<file path="config.mk">
export PLATFORM = sky130hd
export DESIGN_NAME = acr_audio_port_clock_routing
export DESIGN_NICKNAME = d
export VERILOG_FILES = /design/src/acr_pkg.sv /design/src/acr_div_if.sv /design/src/acr_audio_port_clock_routing.sv /design/src/acr_bit_divider.sv
export SDC_FILE = /design/constraint.sdc
export NUM_CORES = 1
export LEC_CHECK = 0
export BUFFER_PORTS_ARGS = -buffer_cell sky130_fd_sc_hd__buf_2
export CAP_MARGIN = 20
export CORE_MARGIN = 2
export CORE_UTILIZATION = 40
export DETAILED_ROUTE_END_ITERATION = 12
export PLACE_DENSITY = 0.67
export SYNTH_ARGS = -nofsm -noshare
export SYNTH_HDL_FRONTEND = slang
export SYNTH_SLANG_ARGS = --single-unit
</file>
<file path="constraint.sdc">
create_clock -name CLK -period 3.53 [get_ports CLK]
set_clock_uncertainty 0.1 [all_clocks]
set_input_delay 0.353 -clock CLK [delete_from_list [all_inputs] [get_ports CLK]]
set_output_delay 0.353 -clock CLK [all_outputs]
set_load 0.01 [all_outputs]
</file>
<file path="src/acr_pkg.sv">
package acr_pkg;
    // --------------------------------------------------------------
    // register indices
    // --------------------------------------------------------------
    localparam logic [7:0] ADDR_SLOT_OFFSET = 8'h1C;
    localparam logic [7:0] ADDR_IFC_TWO = 8'h1D;
    localparam logic [7:0] ADDR_BIT_DIV = 8'h1E;
    localparam logic [7:0] ADDR_SEC_SRC = 8'h1F;
    localparam logic [7:0] ADDR_SEC_SEL = 8'h20;
    localparam logic [7:0] ADDR_ROUTING = 8'h21;
    localparam logic [7:0] ADDR_BUS_COND = 8'h22;
    localparam logic [7:0] ADDR_RSVD_A = 8'h23;
    localparam logic [7:0] ADDR_RSVD_B = 8'h24;
    // --------------------------------------------------------------
    // reset values
    // --------------------------------------------------------------
    localparam logic [7:0] RST_SLOT_OFFSET = 8'h00;
    localparam logic [7:0] RST_IFC_TWO = 8'h00;
    localparam logic [7:0] RST_BIT_DIV = 8'h01;
    localparam logic [7:0] RST_SEC_SRC = 8'h00;
    localparam logic [7:0] RST_SEC_SEL = 8'h00;
    localparam logic [7:0] RST_ROUTING = 8'h00;
    localparam logic [7:0] RST_BUS_COND = 8'h00;
    localparam logic [7:0] RSVD_READ = 8'h00;
    // --------------------------------------------------------------
    // field positions
    // --------------------------------------------------------------
    localparam int BIT_INVERT = 3;
    localparam int BIT_KEEP_ALIVE = 2;
    localparam int BIT_DIV_POWER = 7;
    localparam int BIT_SEL_BCLK = 3;
    localparam int BIT_SEL_WCLK = 2;
    localparam int BIT_SEL_DIN = 0;
    localparam int BIT_PRI_BCLK_ROUTE = 7;
    localparam int BIT_SEC_BCLK_ROUTE = 6;
    localparam int BIT_GENERAL_CALL = 5;
    localparam logic [7:0] MASK_IFC_TWO = 8'h0F;
    localparam logic [7:0] MASK_SEC_SEL = 8'h0D;
    localparam logic [7:0] MASK_ROUTING = 8'hFC;
    localparam logic [7:0] MASK_BUS_COND = 8'h20;
    // --------------------------------------------------------------
    // codes
    // --------------------------------------------------------------
    localparam logic [1:0] FMT_PULSE = 2'h1;
    localparam logic [1:0] SRC_CONV_CLK = 2'h0;
    localparam logic [1:0] SRC_MOD_CLK = 2'h1;
    localparam logic [2:0] PIN_TAKEN3 = 3'h0;
    localparam logic [1:0] PIN_TAKEN2 = 2'h0;
    localparam logic [1:0] PWCLK_INTERNAL = 2'h0;
    localparam logic [1:0] PWCLK_SECONDARY = 2'h2;
    localparam logic [1:0] SWCLK_PRIMARY = 2'h0;
    localparam logic [1:0] SWCLK_INTERNAL = 2'h1;
    localparam logic [7:0] RATIO_ZERO_MEANS = 8'h80;
    localparam int RATIO_W = 7;
endpackage : acr_pkg
</file>
<file path="src/acr_div_if.sv">
`timescale 1ns/1ns
interface acr_div_if;
    logic enable;
    logic [6:0] ratio;
    logic clk_in;
    logic clk_out;
    modport ctrl (output enable, output ratio, output clk_in, input clk_out);
    modport div (input enable, input ratio, input clk_in, output clk_out);
endinterface : acr_div_if

</file>
<file path="src/acr_audio_port_clock_routing.sv">
`timescale 1ns/1ns
// Overview of operation
// - slot starts offset bit clocks after word edge
// - invert bit clock, primary and secondary
// - keep clocks running while codec powered down
// - divider source: converter or modulator clock
// - divider power bit, reset clear
// - ratio is field, zero means 128
// - secondary bit clock from multifunction pin
// - secondary word clock from multifunction pin
// - secondary data input from multifunction pin
// - select primary/secondary bit clock for core
// - select primary/secondary word clock for core
// - select primary/secondary data input for core
// - primary bit clock output routing
// - secondary bit clock output routing
// - primary word clock output routing
// - secondary word clock output routing
// - general-call address accepted only when enabled
// - format field selects four interface formats
module acr_audio_port_clock_routing
    import acr_pkg::*;
(
    input wire logic CLK,
    input wire logic RSTN,
    input wire logic REG_WE,
    input wire logic [7:0] REG_ADDR,
    input wire logic [7:0] REG_WDATA,
    output logic [7:0] REG_RDATA,
    input wire logic [1:0] IFC_FORMAT,
    input wire logic CODEC_POWERED,
    input wire logic CONVERTER_CLOCK,
    input wire logic MODULATOR_CLOCK,
    input wire logic SAMPLE_RATE_CLOCK,
    input wire logic PRI_BCLK_IN,
    input wire logic PRI_WCLK_IN,
    input wire logic PRI_DIN,
    input wire logic MULTIFUNCTION_PIN_IN,
    input wire logic GENERAL_CALL_SEEN,
    output logic CORE_BCLK,
    output logic CORE_WCLK,
    output logic CORE_DIN,
    output logic PRI_BCLK_OUT,
    output logic PRI_WCLK_OUT,
    output logic SEC_BCLK_OUT,
    output logic SEC_WCLK_OUT,
    output logic SLOT_START,
    output logic GENERAL_CALL_ACK
);
    import acr_pkg::*;

    // --------------------------------------------------------------
    // register file
    // --------------------------------------------------------------
    logic [7:0] slot_offset_q, slot_offset_d;
    logic [7:0] ifc_two_q, ifc_two_d;
    logic [7:0] bit_div_q, bit_div_d;
    logic [7:0] sec_src_q, sec_src_d;
    logic [7:0] sec_sel_q, sec_sel_d;
    logic [7:0] routing_q, routing_d;
    logic [7:0] bus_cond_q, bus_cond_d;
    logic [7:0] rdata_q, rdata_d;

    always_comb
    begin
        slot_offset_d = slot_offset_q;
        ifc_two_d = ifc_two_q;
        bit_div_d = bit_div_q;
        sec_src_d = sec_src_q;
        sec_sel_d = sec_sel_q;
        routing_d = routing_q;
        bus_cond_d = bus_cond_q;
        if (REG_WE)
        begin
            unique case (REG_ADDR)
                ADDR_SLOT_OFFSET: slot_offset_d = REG_WDATA;
                ADDR_IFC_TWO: ifc_two_d = REG_WDATA & MASK_IFC_TWO;
                ADDR_BIT_DIV: bit_div_d = REG_WDATA;
                ADDR_SEC_SRC: sec_src_d = REG_WDATA;
                ADDR_SEC_SEL: sec_sel_d = REG_WDATA & MASK_SEC_SEL;
                ADDR_ROUTING: routing_d = REG_WDATA & MASK_ROUTING;
                // reserved bits held at reset value whatever is written
                ADDR_BUS_COND: bus_cond_d = REG_WDATA & MASK_BUS_COND;
                default: ;
            endcase
        end
        // reserved registers read as zero, writes dropped
        unique case (REG_ADDR)
            ADDR_SLOT_OFFSET: rdata_d = slot_offset_q;
            ADDR_IFC_TWO: rdata_d = ifc_two_q;
            ADDR_BIT_DIV: rdata_d = bit_div_q;
            ADDR_SEC_SRC: rdata_d = sec_src_q;
            ADDR_SEC_SEL: rdata_d = sec_sel_q;
            ADDR_ROUTING: rdata_d = routing_q;
            ADDR_BUS_COND: rdata_d = bus_cond_q;
            default: rdata_d = RSVD_READ;
        endcase
    end

    always_ff @(posedge CLK or negedge RSTN)
    begin
        if (!RSTN)
        begin
            slot_offset_q <= RST_SLOT_OFFSET;
            ifc_two_q <= RST_IFC_TWO;
            bit_div_q <= RST_BIT_DIV;
            sec_src_q <= RST_SEC_SRC;
            sec_sel_q <= RST_SEC_SEL;
            routing_q <= RST_ROUTING;
            bus_cond_q <= RST_BUS_COND;
            rdata_q <= RSVD_READ;
        end
        else
        begin
            slot_offset_q <= slot_offset_d;
            ifc_two_q <= ifc_two_d;
            bit_div_q <= bit_div_d;
            sec_src_q <= sec_src_d;
            sec_sel_q <= sec_sel_d;
            routing_q <= routing_d;
            bus_cond_q <= bus_cond_d;
            rdata_q <= rdata_d;
        end
    end

    // --------------------------------------------------------------
    // bit-clock divider
    // --------------------------------------------------------------
    acr_div_if div_bus ();

    always_comb
    begin
        div_bus.enable = bit_div_q[BIT_DIV_POWER];
        div_bus.ratio = bit_div_q[RATIO_W-1:0];
        // reserved source codes give no clock
        unique case (ifc_two_q[1:0])
            SRC_CONV_CLK: div_bus.clk_in = CONVERTER_CLOCK;
            SRC_MOD_CLK: div_bus.clk_in = MODULATOR_CLOCK;
            default: div_bus.clk_in = 1'b0;
        endcase
    end

    acr_bit_divider u_div (
        .clk(CLK),
        .rst_n(RSTN),
        .dv(div_bus)
    );

    // --------------------------------------------------------------
    // secondary sources and clock routing
    // --------------------------------------------------------------
    logic sec_bclk, sec_wclk, sec_din;
    logic gen_bclk, gen_wclk, run_ok;
    logic inv;
    logic core_bclk_d, core_wclk_d, core_din_d;
    logic pb_d, pw_d, sb_d, sw_d;

    always_comb
    begin
        // pin shared by all three; non-selected sources read low
        sec_bclk = (sec_src_q[7:5] == PIN_TAKEN3) & MULTIFUNCTION_PIN_IN;
        sec_wclk = (sec_src_q[4:2] == PIN_TAKEN3) & MULTIFUNCTION_PIN_IN;
        sec_din = (sec_src_q[1:0] == PIN_TAKEN2) & MULTIFUNCTION_PIN_IN;
        inv = ifc_two_q[BIT_INVERT];
        // generated clocks stop with the codec unless kept alive
        run_ok = CODEC_POWERED | ifc_two_q[BIT_KEEP_ALIVE];
        gen_bclk = div_bus.clk_out & run_ok;
        gen_wclk = SAMPLE_RATE_CLOCK & run_ok;
        core_bclk_d = sec_sel_q[BIT_SEL_BCLK] ? sec_bclk : PRI_BCLK_IN;
        core_wclk_d = sec_sel_q[BIT_SEL_WCLK] ? sec_wclk : PRI_WCLK_IN;
        core_din_d = sec_sel_q[BIT_SEL_DIN] ? sec_din : PRI_DIN;
        pb_d = inv ^ (routing_q[BIT_PRI_BCLK_ROUTE] ? sec_bclk
            : gen_bclk);
        sb_d = inv ^ (routing_q[BIT_SEC_BCLK_ROUTE] ? gen_bclk
            : PRI_BCLK_IN);
        unique case (routing_q[5:4])
            PWCLK_INTERNAL: pw_d = gen_wclk;
            PWCLK_SECONDARY: pw_d = sec_wclk;
            default: pw_d = 1'b0;
        endcase
        unique case (routing_q[3:2])
            SWCLK_PRIMARY: sw_d = PRI_WCLK_IN;
            SWCLK_INTERNAL: sw_d = gen_wclk;
            default: sw_d = 1'b0;
        endcase
    end

    // --------------------------------------------------------------
    // slot offset counter, pulse-synchronised format only
    // --------------------------------------------------------------
    logic wclk_q, bclk_q;
    logic [8:0] slot_cnt_q, slot_cnt_d;
    logic slot_q, slot_d;
    logic gc_q, gc_d;

    always_comb
    begin
        slot_cnt_d = slot_cnt_q;
        slot_d = 1'b0;
        if (IFC_FORMAT != FMT_PULSE)
            slot_cnt_d = 9'h100;
        else if (core_wclk_d & ~wclk_q)
        begin
            slot_cnt_d = {1'b0, slot_offset_q};
            slot_d = (slot_offset_q == 8'h00);
            if (slot_d)
                slot_cnt_d = 9'h100;
        end
        else if (~slot_cnt_q[8] & core_bclk_d & ~bclk_q)
        begin
            slot_cnt_d = slot_cnt_q - 9'h001;
            if (slot_cnt_q == 9'h001)
            begin
                slot_d = 1'b1;
                slot_cnt_d = 9'h100;
            end
        end
        gc_d = GENERAL_CALL_SEEN & bus_cond_q[BIT_GENERAL_CALL];
    end

    always_ff @(posedge CLK or negedge RSTN)
    begin
        if (!RSTN)
        begin
            wclk_q <= 1'b0;
            bclk_q <= 1'b0;
            slot_cnt_q <= 9'h100;
            slot_q <= 1'b0;
            gc_q <= 1'b0;
            CORE_BCLK <= 1'b0;
            CORE_WCLK <= 1'b0;
            CORE_DIN <= 1'b0;
            PRI_BCLK_OUT <= 1'b0;
            PRI_WCLK_OUT <= 1'b0;
            SEC_BCLK_OUT <= 1'b0;
            SEC_WCLK_OUT <= 1'b0;
        end
        else
        begin
            wclk_q <= core_wclk_d;
            bclk_q <= core_bclk_d;
            slot_cnt_q <= slot_cnt_d;
            slot_q <= slot_d;
            gc_q <= gc_d;
            CORE_BCLK <= core_bclk_d;
            CORE_WCLK <= core_wclk_d;
            CORE_DIN <= core_din_d;
            PRI_BCLK_OUT <= pb_d;
            PRI_WCLK_OUT <= pw_d;
            SEC_BCLK_OUT <= sb_d;
            SEC_WCLK_OUT <= sw_d;
        end
    end

    assign REG_RDATA = rdata_q;
    assign SLOT_START = slot_q;
    assign GENERAL_CALL_ACK = gc_q;

    // --------------------------------------------------------------
    // checks
    // --------------------------------------------------------------
    a_gc_ignored: assert property (@(posedge CLK) disable iff (!RSTN)
        !bus_cond_q[BIT_GENERAL_CALL] |=> !GENERAL_CALL_ACK)
        else $error("general call answered while disabled");
    a_gc_answered: assert property (@(posedge CLK) disable iff (!RSTN)
        bus_cond_q[BIT_GENERAL_CALL] && GENERAL_CALL_SEEN |=> GENERAL_CALL_ACK)
        else $error("general call not answered");
    a_core_din_sel: assert property (@(posedge CLK) disable iff (!RSTN)
        !sec_sel_q[BIT_SEL_DIN] |=> CORE_DIN == $past(PRI_DIN))
        else $error("primary data not routed");
    a_core_wclk_sel: assert property (@(posedge CLK) disable iff (!RSTN)
        sec_sel_q[BIT_SEL_WCLK] && sec_src_q[4:2] == PIN_TAKEN3
        |=> CORE_WCLK == $past(MULTIFUNCTION_PIN_IN))
        else $error("secondary word clock not routed");
    a_core_bclk_sel: assert property (@(posedge CLK) disable iff (!RSTN)
        sec_sel_q[BIT_SEL_BCLK] && sec_src_q[7:5] != PIN_TAKEN3
        |=> !CORE_BCLK) else $error("bit clock taken from pin");
    a_sec_bclk_inv: assert property (@(posedge CLK) disable iff (!RSTN)
        !routing_q[BIT_SEC_BCLK_ROUTE]
        |=> SEC_BCLK_OUT == ($past(PRI_BCLK_IN) ^ $past(inv)))
        else $error("secondary bit clock wrong");
    a_gen_stops_off: assert property (@(posedge CLK) disable iff (!RSTN)
        !CODEC_POWERED && !ifc_two_q[BIT_KEEP_ALIVE]
        && routing_q[5:4] == PWCLK_INTERNAL |=> !PRI_WCLK_OUT)
        else $error("word clock runs while powered down");
    a_sec_wclk_route: assert property (@(posedge CLK) disable iff (!RSTN)
        routing_q[3:2] == SWCLK_PRIMARY |=> SEC_WCLK_OUT == $past(PRI_WCLK_IN))
        else $error("secondary word clock wrong");
    a_slot_only_pulse: assert property (@(posedge CLK) disable iff (!RSTN)
        IFC_FORMAT != FMT_PULSE |=> !SLOT_START)
        else $error("slot start outside pulse format");
    a_pri_bclk_off: assert property (@(posedge CLK) disable iff (!RSTN)
        !bit_div_q[BIT_DIV_POWER] ##1 !bit_div_q[BIT_DIV_POWER]
        && !routing_q[BIT_PRI_BCLK_ROUTE] |=> PRI_BCLK_OUT == $past(inv))
        else $error("bit clock edges with divider off");
endmodule : acr_audio_port_clock_routing

</file>
<file path="src/acr_bit_divider.sv">
`timescale 1ns/1ns
module acr_bit_divider
    import acr_pkg::*;
(
    input wire logic clk,
    input wire logic rst_n,
    acr_div_if.div dv
);
    logic in_q;
    logic in_d;
    logic [7:0] cnt_q;
    logic [7:0] cnt_d;
    logic out_q;
    logic out_d;
    logic [7:0] ratio;
    logic rise;

    // --------------------------------------------------------------
    // divider on rising edges of the sampled source
    // --------------------------------------------------------------
    always_comb
    begin
        ratio = (dv.ratio == 7'h00) ? RATIO_ZERO_MEANS : {1'b0, dv.ratio};
        rise = dv.clk_in & ~in_q;
        in_d = dv.clk_in;
        cnt_d = cnt_q;
        out_d = out_q;
        if (!dv.enable)
        begin
            // powered down: no edges at all
            cnt_d = 8'h00;
            out_d = 1'b0;
        end
        else if (rise)
        begin
            // one output period per ratio source periods, or per two source periods when ratio is 1
            if (cnt_q + 8'h01 >= ratio)
                cnt_d = 8'h00;
            else
                cnt_d = cnt_q + 8'h01;
            out_d = (cnt_d < {1'b0, ratio[7:1]}) || (ratio == 8'h01 ? ~out_q
                : 1'b0);
        end
    end

    always_ff @(posedge clk or negedge rst_n)
    begin
        if (!rst_n)
        begin
            in_q <= 1'b0;
            cnt_q <= 8'h00;
            out_q <= 1'b0;
        end
        else
        begin
            in_q <= in_d;
            cnt_q <= cnt_d;
            out_q <= out_d;
        end
    end

    assign dv.clk_out = out_q;

    a_div_off_quiet: assert property (@(posedge clk) disable iff (!rst_n)
        !dv.enable |=> !out_q) else $error("divider toggled while off");
endmodule : acr_bit_divider

</file>
# == Word level (Yosys, flattened, before mapping) ==
# Cells that the tools add are included.
# totals
register_bits,74
input_bits,30
out_inout_bits,17
word_cells,101
# classes
bitwise_logic,18
n_reduce_logical,17
addsub,2
magnitude_cmp,2
muxes,27
n_eq_ne,14
# ops
cell,count
8-bit one-hot mux with 7 select lines,1
8-bit two-way mux,6
9-bit two-way mux,5
"8-bit by 5-bit == test with 1-bit output, second input constant",4
"8-bit by 6-bit == test with 1-bit output, second input constant",3
2-bit AND reduction,7
1-bit two-way mux,12
1-bit bitwise AND,10
"9-bit by 1-bit == test with 1-bit output, second input constant",1
"9-bit by 1-bit subtractor with 9-bit output, second input constant",1
"8-bit by 1-bit adder with 8-bit output, second input constant",1
"8-bit by 1-bit == test with 1-bit output, second input constant",1
8-bit >= comparator,1
2-bit zero test,4
8-bit zero test,1
8-bit by 7-bit less-than comparator with 1-bit output,1
7-bit zero test,1
3-bit zero test,2
1-bit one-hot mux with 2 select lines,3
1-bit inverter,5
"2-bit by 1-bit == test with 1-bit output, second input constant",2
"2-bit by 1-bit inequality test with 1-bit output, second input constant",2
3-bit nonzero test,1
"2-bit == test, second input constant",1
other kinds (3),4

# == Longest topological paths before layout ==
# logic_depth
depth_word,10
mapped_depth,16
ltp_nobuf,15

# == By module ==
# A second synthesis with hierarchy kept.
# unflattened
hier_cells,390
area_unflattened_um2,4214.0
# modules_own_cells
module,area_each_um2,cells_per_inst,seq_area_each_um2,n_inst
acr_audio_port_clock_routing,3270.6,274,1604.0,1
acr_bit_divider,943.4,116,250.2,1

# == Worst setup path after synthesis ==
# No wires, ideal clock.
# synth_timing
kind,flip-flop to flip-flop
from,register bit_div_q[2]
to,register u_div.out_q (netlist: u_div.dv.clk_out)
arrival_ns,3.389
path_stages_with_launch,15
setup_slack_ns,-0.060
period_less_slack_ns,3.590
path_buffers,1
required_time_ns,3.329
setup_time_ns,0.101
path_cell_list,dfrtp_1 -> nor4_1 -> nand3_1 -> or2_2 -> ha_1 -> nand3_1 -> or3_1 -> o211ai_1 -> buf_6 -> and2b_1 -> ha_1 -> a21oi_1 -> nor2b_1 -> or4_1 -> o32ai_1
# synth_between
elab_chain_len,10
elab_cells_between_ends,12
cone_classes,order compare (2); eq/ne (1); mux (7); reduce/logical (2)
# synth_lines
element,line_no,source
"start, declared",acr_audio_port_clock_routing.sv:57,"logic [7:0] bit_div_q, bit_div_d;"
"start signal, assigned",acr_audio_port_clock_routing.sv:117,bit_div_q <= bit_div_d;
7-bit zero test,acr_bit_divider.sv:23,"ratio = (dv.ratio == 7'h00) ? RATIO_ZERO_MEANS : {1'b0, dv.ratio};"
8-bit two-way mux (*),acr_bit_divider.sv:23,
8-bit >= comparator,acr_bit_divider.sv:37,if (cnt_q + 8'h01 >= ratio)
8-bit two-way mux,acr_bit_divider.sv:37,
8-bit two-way mux,acr_bit_divider.sv:34,else if (rise)
8-bit two-way mux,acr_bit_divider.sv:28,if (!dv.enable)
8-bit by 7-bit less-than comparator with 1-bit output,acr_bit_divider.sv:41,"out_d = (cnt_d < {1'b0, ratio[7:1]}) || (ratio == 8'h01 ? ~out_q"
1-bit logical OR (*),acr_bit_divider.sv:41,
1-bit two-way mux (*),acr_bit_divider.sv:34,
1-bit two-way mux (*),acr_bit_divider.sv:28,
"end signal, assigned",acr_bit_divider.sv:58,out_q <= out_d;
"end, declared",acr_bit_divider.sv:13,logic out_q;
# Mark *: on every way between the ends. The rest lies on a longest branch, timed or not. The select of a mux whose other input is x is not followed.
# A chain may end at the register's enable or synchronous reset.

# == Final worst setup path ==
# layout_timing
from,register bit_div_q[5]
to,register u_div.out_q (netlist: u_div.dv.clk_out)
# The elaborated chain is that of the path after synthesis.

==> results.toml <==
[synth]
synth_top_flop_cell = "dfrtp_1"
synth_top_family_by_area = "simple AND/OR/NAND/NOR gates"
synthMuxAreaShare_pct = 13.7
synthTopCellsByCount = "dfrtp_1, nand2_1, mux2_2, nand3_1, nor2_1"
synth_top_cell_area_share_pct = 43.8
avgSynthCellArea_um2 = 10.7
synth_cells = 385
yosys.area_share.simple_pct = 19.6
syn_area_mm2 = 0.00411
yosys-top-cells-area = "dfrtp_1, mux2_2, ha_1"
synth_xor_area_share_pct = 2.34
ys_ff_latch = 74
synth-compound-area-share_pct = 10.6
synth_warnings = 0
async_reset_ff_share_pct = 100
post-synth-top-count-cell = "dfrtp_1"
yosysSeqAreaShare_pct = 45.1
synth_fa_ha_area_share_pct = 5.17
yosysTopAreaCell = "dfrtp_1"
synth_edf_count = 0
synth_cell_type_count = 60
syn_nets = 432

[global_route]
grt_pass1_vias = 3245
grt_antenna_before_repair = 0
grt_pass1_wl_um = 16700
overflow = 0
grt_use_total_pct = 19.0
grt_max_degree = 75

[timing]
fmax_ghz = 0.281
hold_viol = 0
fin_crit_sh_pct = 101
rsz0062_at_grt = "true"
setup_viol = 1
fin_crit_ps = 3560
relSlewSlack_pct = 38.6
layout_setup_ws_ps = -26.1
drv_slew = 0
worstMarginPinSlew_ps = 916

[detailed_routing]
wl_per_cell_um = 16.8
via_per_inst = 5.46
vias = 3207
ant_nets = 0
drt-pass1-iter-count = 6
routed_wl_um = 9870
drcViolationCount = 0
drtIter0Drc = 173

[cts]
clock-root-buffer = "clkbuf_8"
cts_buffers = 9
hold_buffers = 0
cts_max_level = 3
clock_sinks = 74
clk_pin_slew_ps = 80
insertion_delay_ps = 360
cts_buffer_depth = 2
cts_tree = "built"

[worst_setup_path]
cp_slowest_cell = "dfrtp_1"
required_ps = 3670
critPathArrivalTime_ps = 3700
crit_fanout = 5
path_cells = "nor4_2 > nand3_1 > or2_4 > ha_4 > nand3_2 > or3_1 > o211ai_1 > buf_4 > and2b_1 > ha_1 > o211ai_1 > a21oi_2 > nand2b_1 > a21oi_2 > o32ai_2"
worst_setup_path_end_kind = "flip-flop"
setup.worst_path.start_class = "flip-flop"
cp_slowest_stage_delay_ps = 390
criticalPathCategory = "flip-flop to flip-flop"

[final_layout]
post-route-util_pct = 48.5
nNetsFinal = 493
drive_above_1_share_pct = 33.3
n_antenna_cell = 0
fillers = 901
area_delta_synth_final_pct = 19.4

[flow_run]
drv_cap = 0

[placed_design]
place_ws_ps = -146
hpwl_um = 7230
gp_congestion = 0.820
port_buffers = 46

[floorplanning]
core_mm2 = 0.0101
start_util_pct = 40.6
die_x_um = 105
boundaryPins = 47
num_rows = 37
dieArea_mm2 = 0.0111
die_h_um = 105

[power_and_ir_drop]
leakage_nw = 2.29
irDropWorstVdd_uv = 275
p_per_area_mw_per_mm2 = 465
power_mw = 2.28

[status]
failed_checks = "negative setup slack"
outcome = "complete, but fails checks"

[worst_hold_path]
hold_class = "input pin to async pin"
-- flip-flops by register name, summed over array words and instances, names as in the netlist, 3 cells and up --
register and flops:
sec_src_q 8, routing_q 6, REG_RDATA 8, slot_offset_q 8, ifc_two_q 4, sec_sel_q 3, u_div.cnt_q 8, bit_div_q 8
slot_cnt_q 9
-- layout by cell type, fill, tap and decap left out, types with 5 or more instances in the layout --
cell / instances
nor3_1: 7
xor2_1: 5
or3_1: 6
nor2_1: 20
xnor2_1: 5
nor2b_1: 6
dfrtp_1: 71
buf_4: 19
mux2i_1: 9
clkbuf_8: 12
o21ai_0: 19
inv_1: 19
mux2_2: 26
a21oi_1: 11
o31ai_1: 5
nand2_1: 28
buf_2: 45
nand2b_1: 7
ha_1: 13
mux2_4: 6
nand3_1: 19
-- timing repair --
action,in CTS,in global routing
gates resized for setup,6,8
setup endpoints to repair,1,1
pin swaps,2,14
setup buffers,3,3
endpoints found under the hold margin,0,0
-- worst paths after layout --
kind	from	slack, ps	endpoint	cells past startpoint
setup / recovery	bit_div_q[5]	-30	u_div.dv.clk_out	15
hold / removal	RSTN	20	SEC_BCLK_OUT	1
setup reg to reg	bit_div_q[5]	-30	u_div.dv.clk_out	15
hold reg to reg	routing_q[3]	380	SEC_WCLK_OUT	1
max in group asynchronous	RSTN	2660	u_div.cnt_q[0]	1
min in group CLK	GENERAL_CALL_SEEN	90	GENERAL_CALL_ACK	2
-- kinds of logic after synthesis --
| logic type | Yosys count |
|---|---|
| flip-flops | 74 |
| multiplexers | 45 |
| adder cells (fa/ha/maj) | 17 |
| AO/OA/AOI/OAI | 68 |
| XOR/XNOR | 11 |
| buffers and inverters | 33 |
| AND/OR/NAND/NOR | 137 |
-- metrics by stage --
step                hold WS, ps  TNS, ps  instance area, um^2  instances
floorplan                 -42.6        0                 4130        385
global placement            350        0                 4550        565
detailed placement          367     -146                 4550        565
global route                105     -238                 4910        587
CTS                        63.3    -24.8                 4840        584
finish                     19.1    -26.1                 4910        587
-- where the power goes --
part           internal [mW]  switching, mW  total, mW  leakage [nW]
logic                  0.247          0.275      0.522          1.22
clock network          0.455          0.336      0.791         0.119
registers              0.910         0.0592      0.970         0.954
-- worst max-delay path: cells and delay by family (launching register included) --
kind	cells	cell delay [ps]
AO/OA/AOI/OAI	5	840
adder cells (fa/ha/maj)	2	560
buffers and inverters	1	210
flip-flops	1	390
AND/OR/NAND/NOR	7	1330
-- layer usage --
layer / wire [um] / global-route usage, % / up-vias
met5: 0 / 0 / -
met4: 206 / 6.95 / 0
met3: 368 / 3.53 / 23
met2: 4840 / 32.0 / 84
met1: 4460 / 24.4 / 1575
li1: - / - / 1525
-- final cells by class --
| type | count | area [um^2] | share of cell area, % |
|---|---|---|---|
| flip-flops and latches | 74 | 1860 | 37.8 |
| clock buffers | 12 | 165 | 3.36 |
| multi-input cells | 278 | 2210 | 45.0 |
| inverters | 19 | 71.3 | 1.45 |
| clock inverters | 4 | 72.6 | 1.48 |
| well taps | 136 | 170 | 3.46 |
| repair buffers | 64 | 368 | 7.49 |
Power figures use the tool's default switching activity.
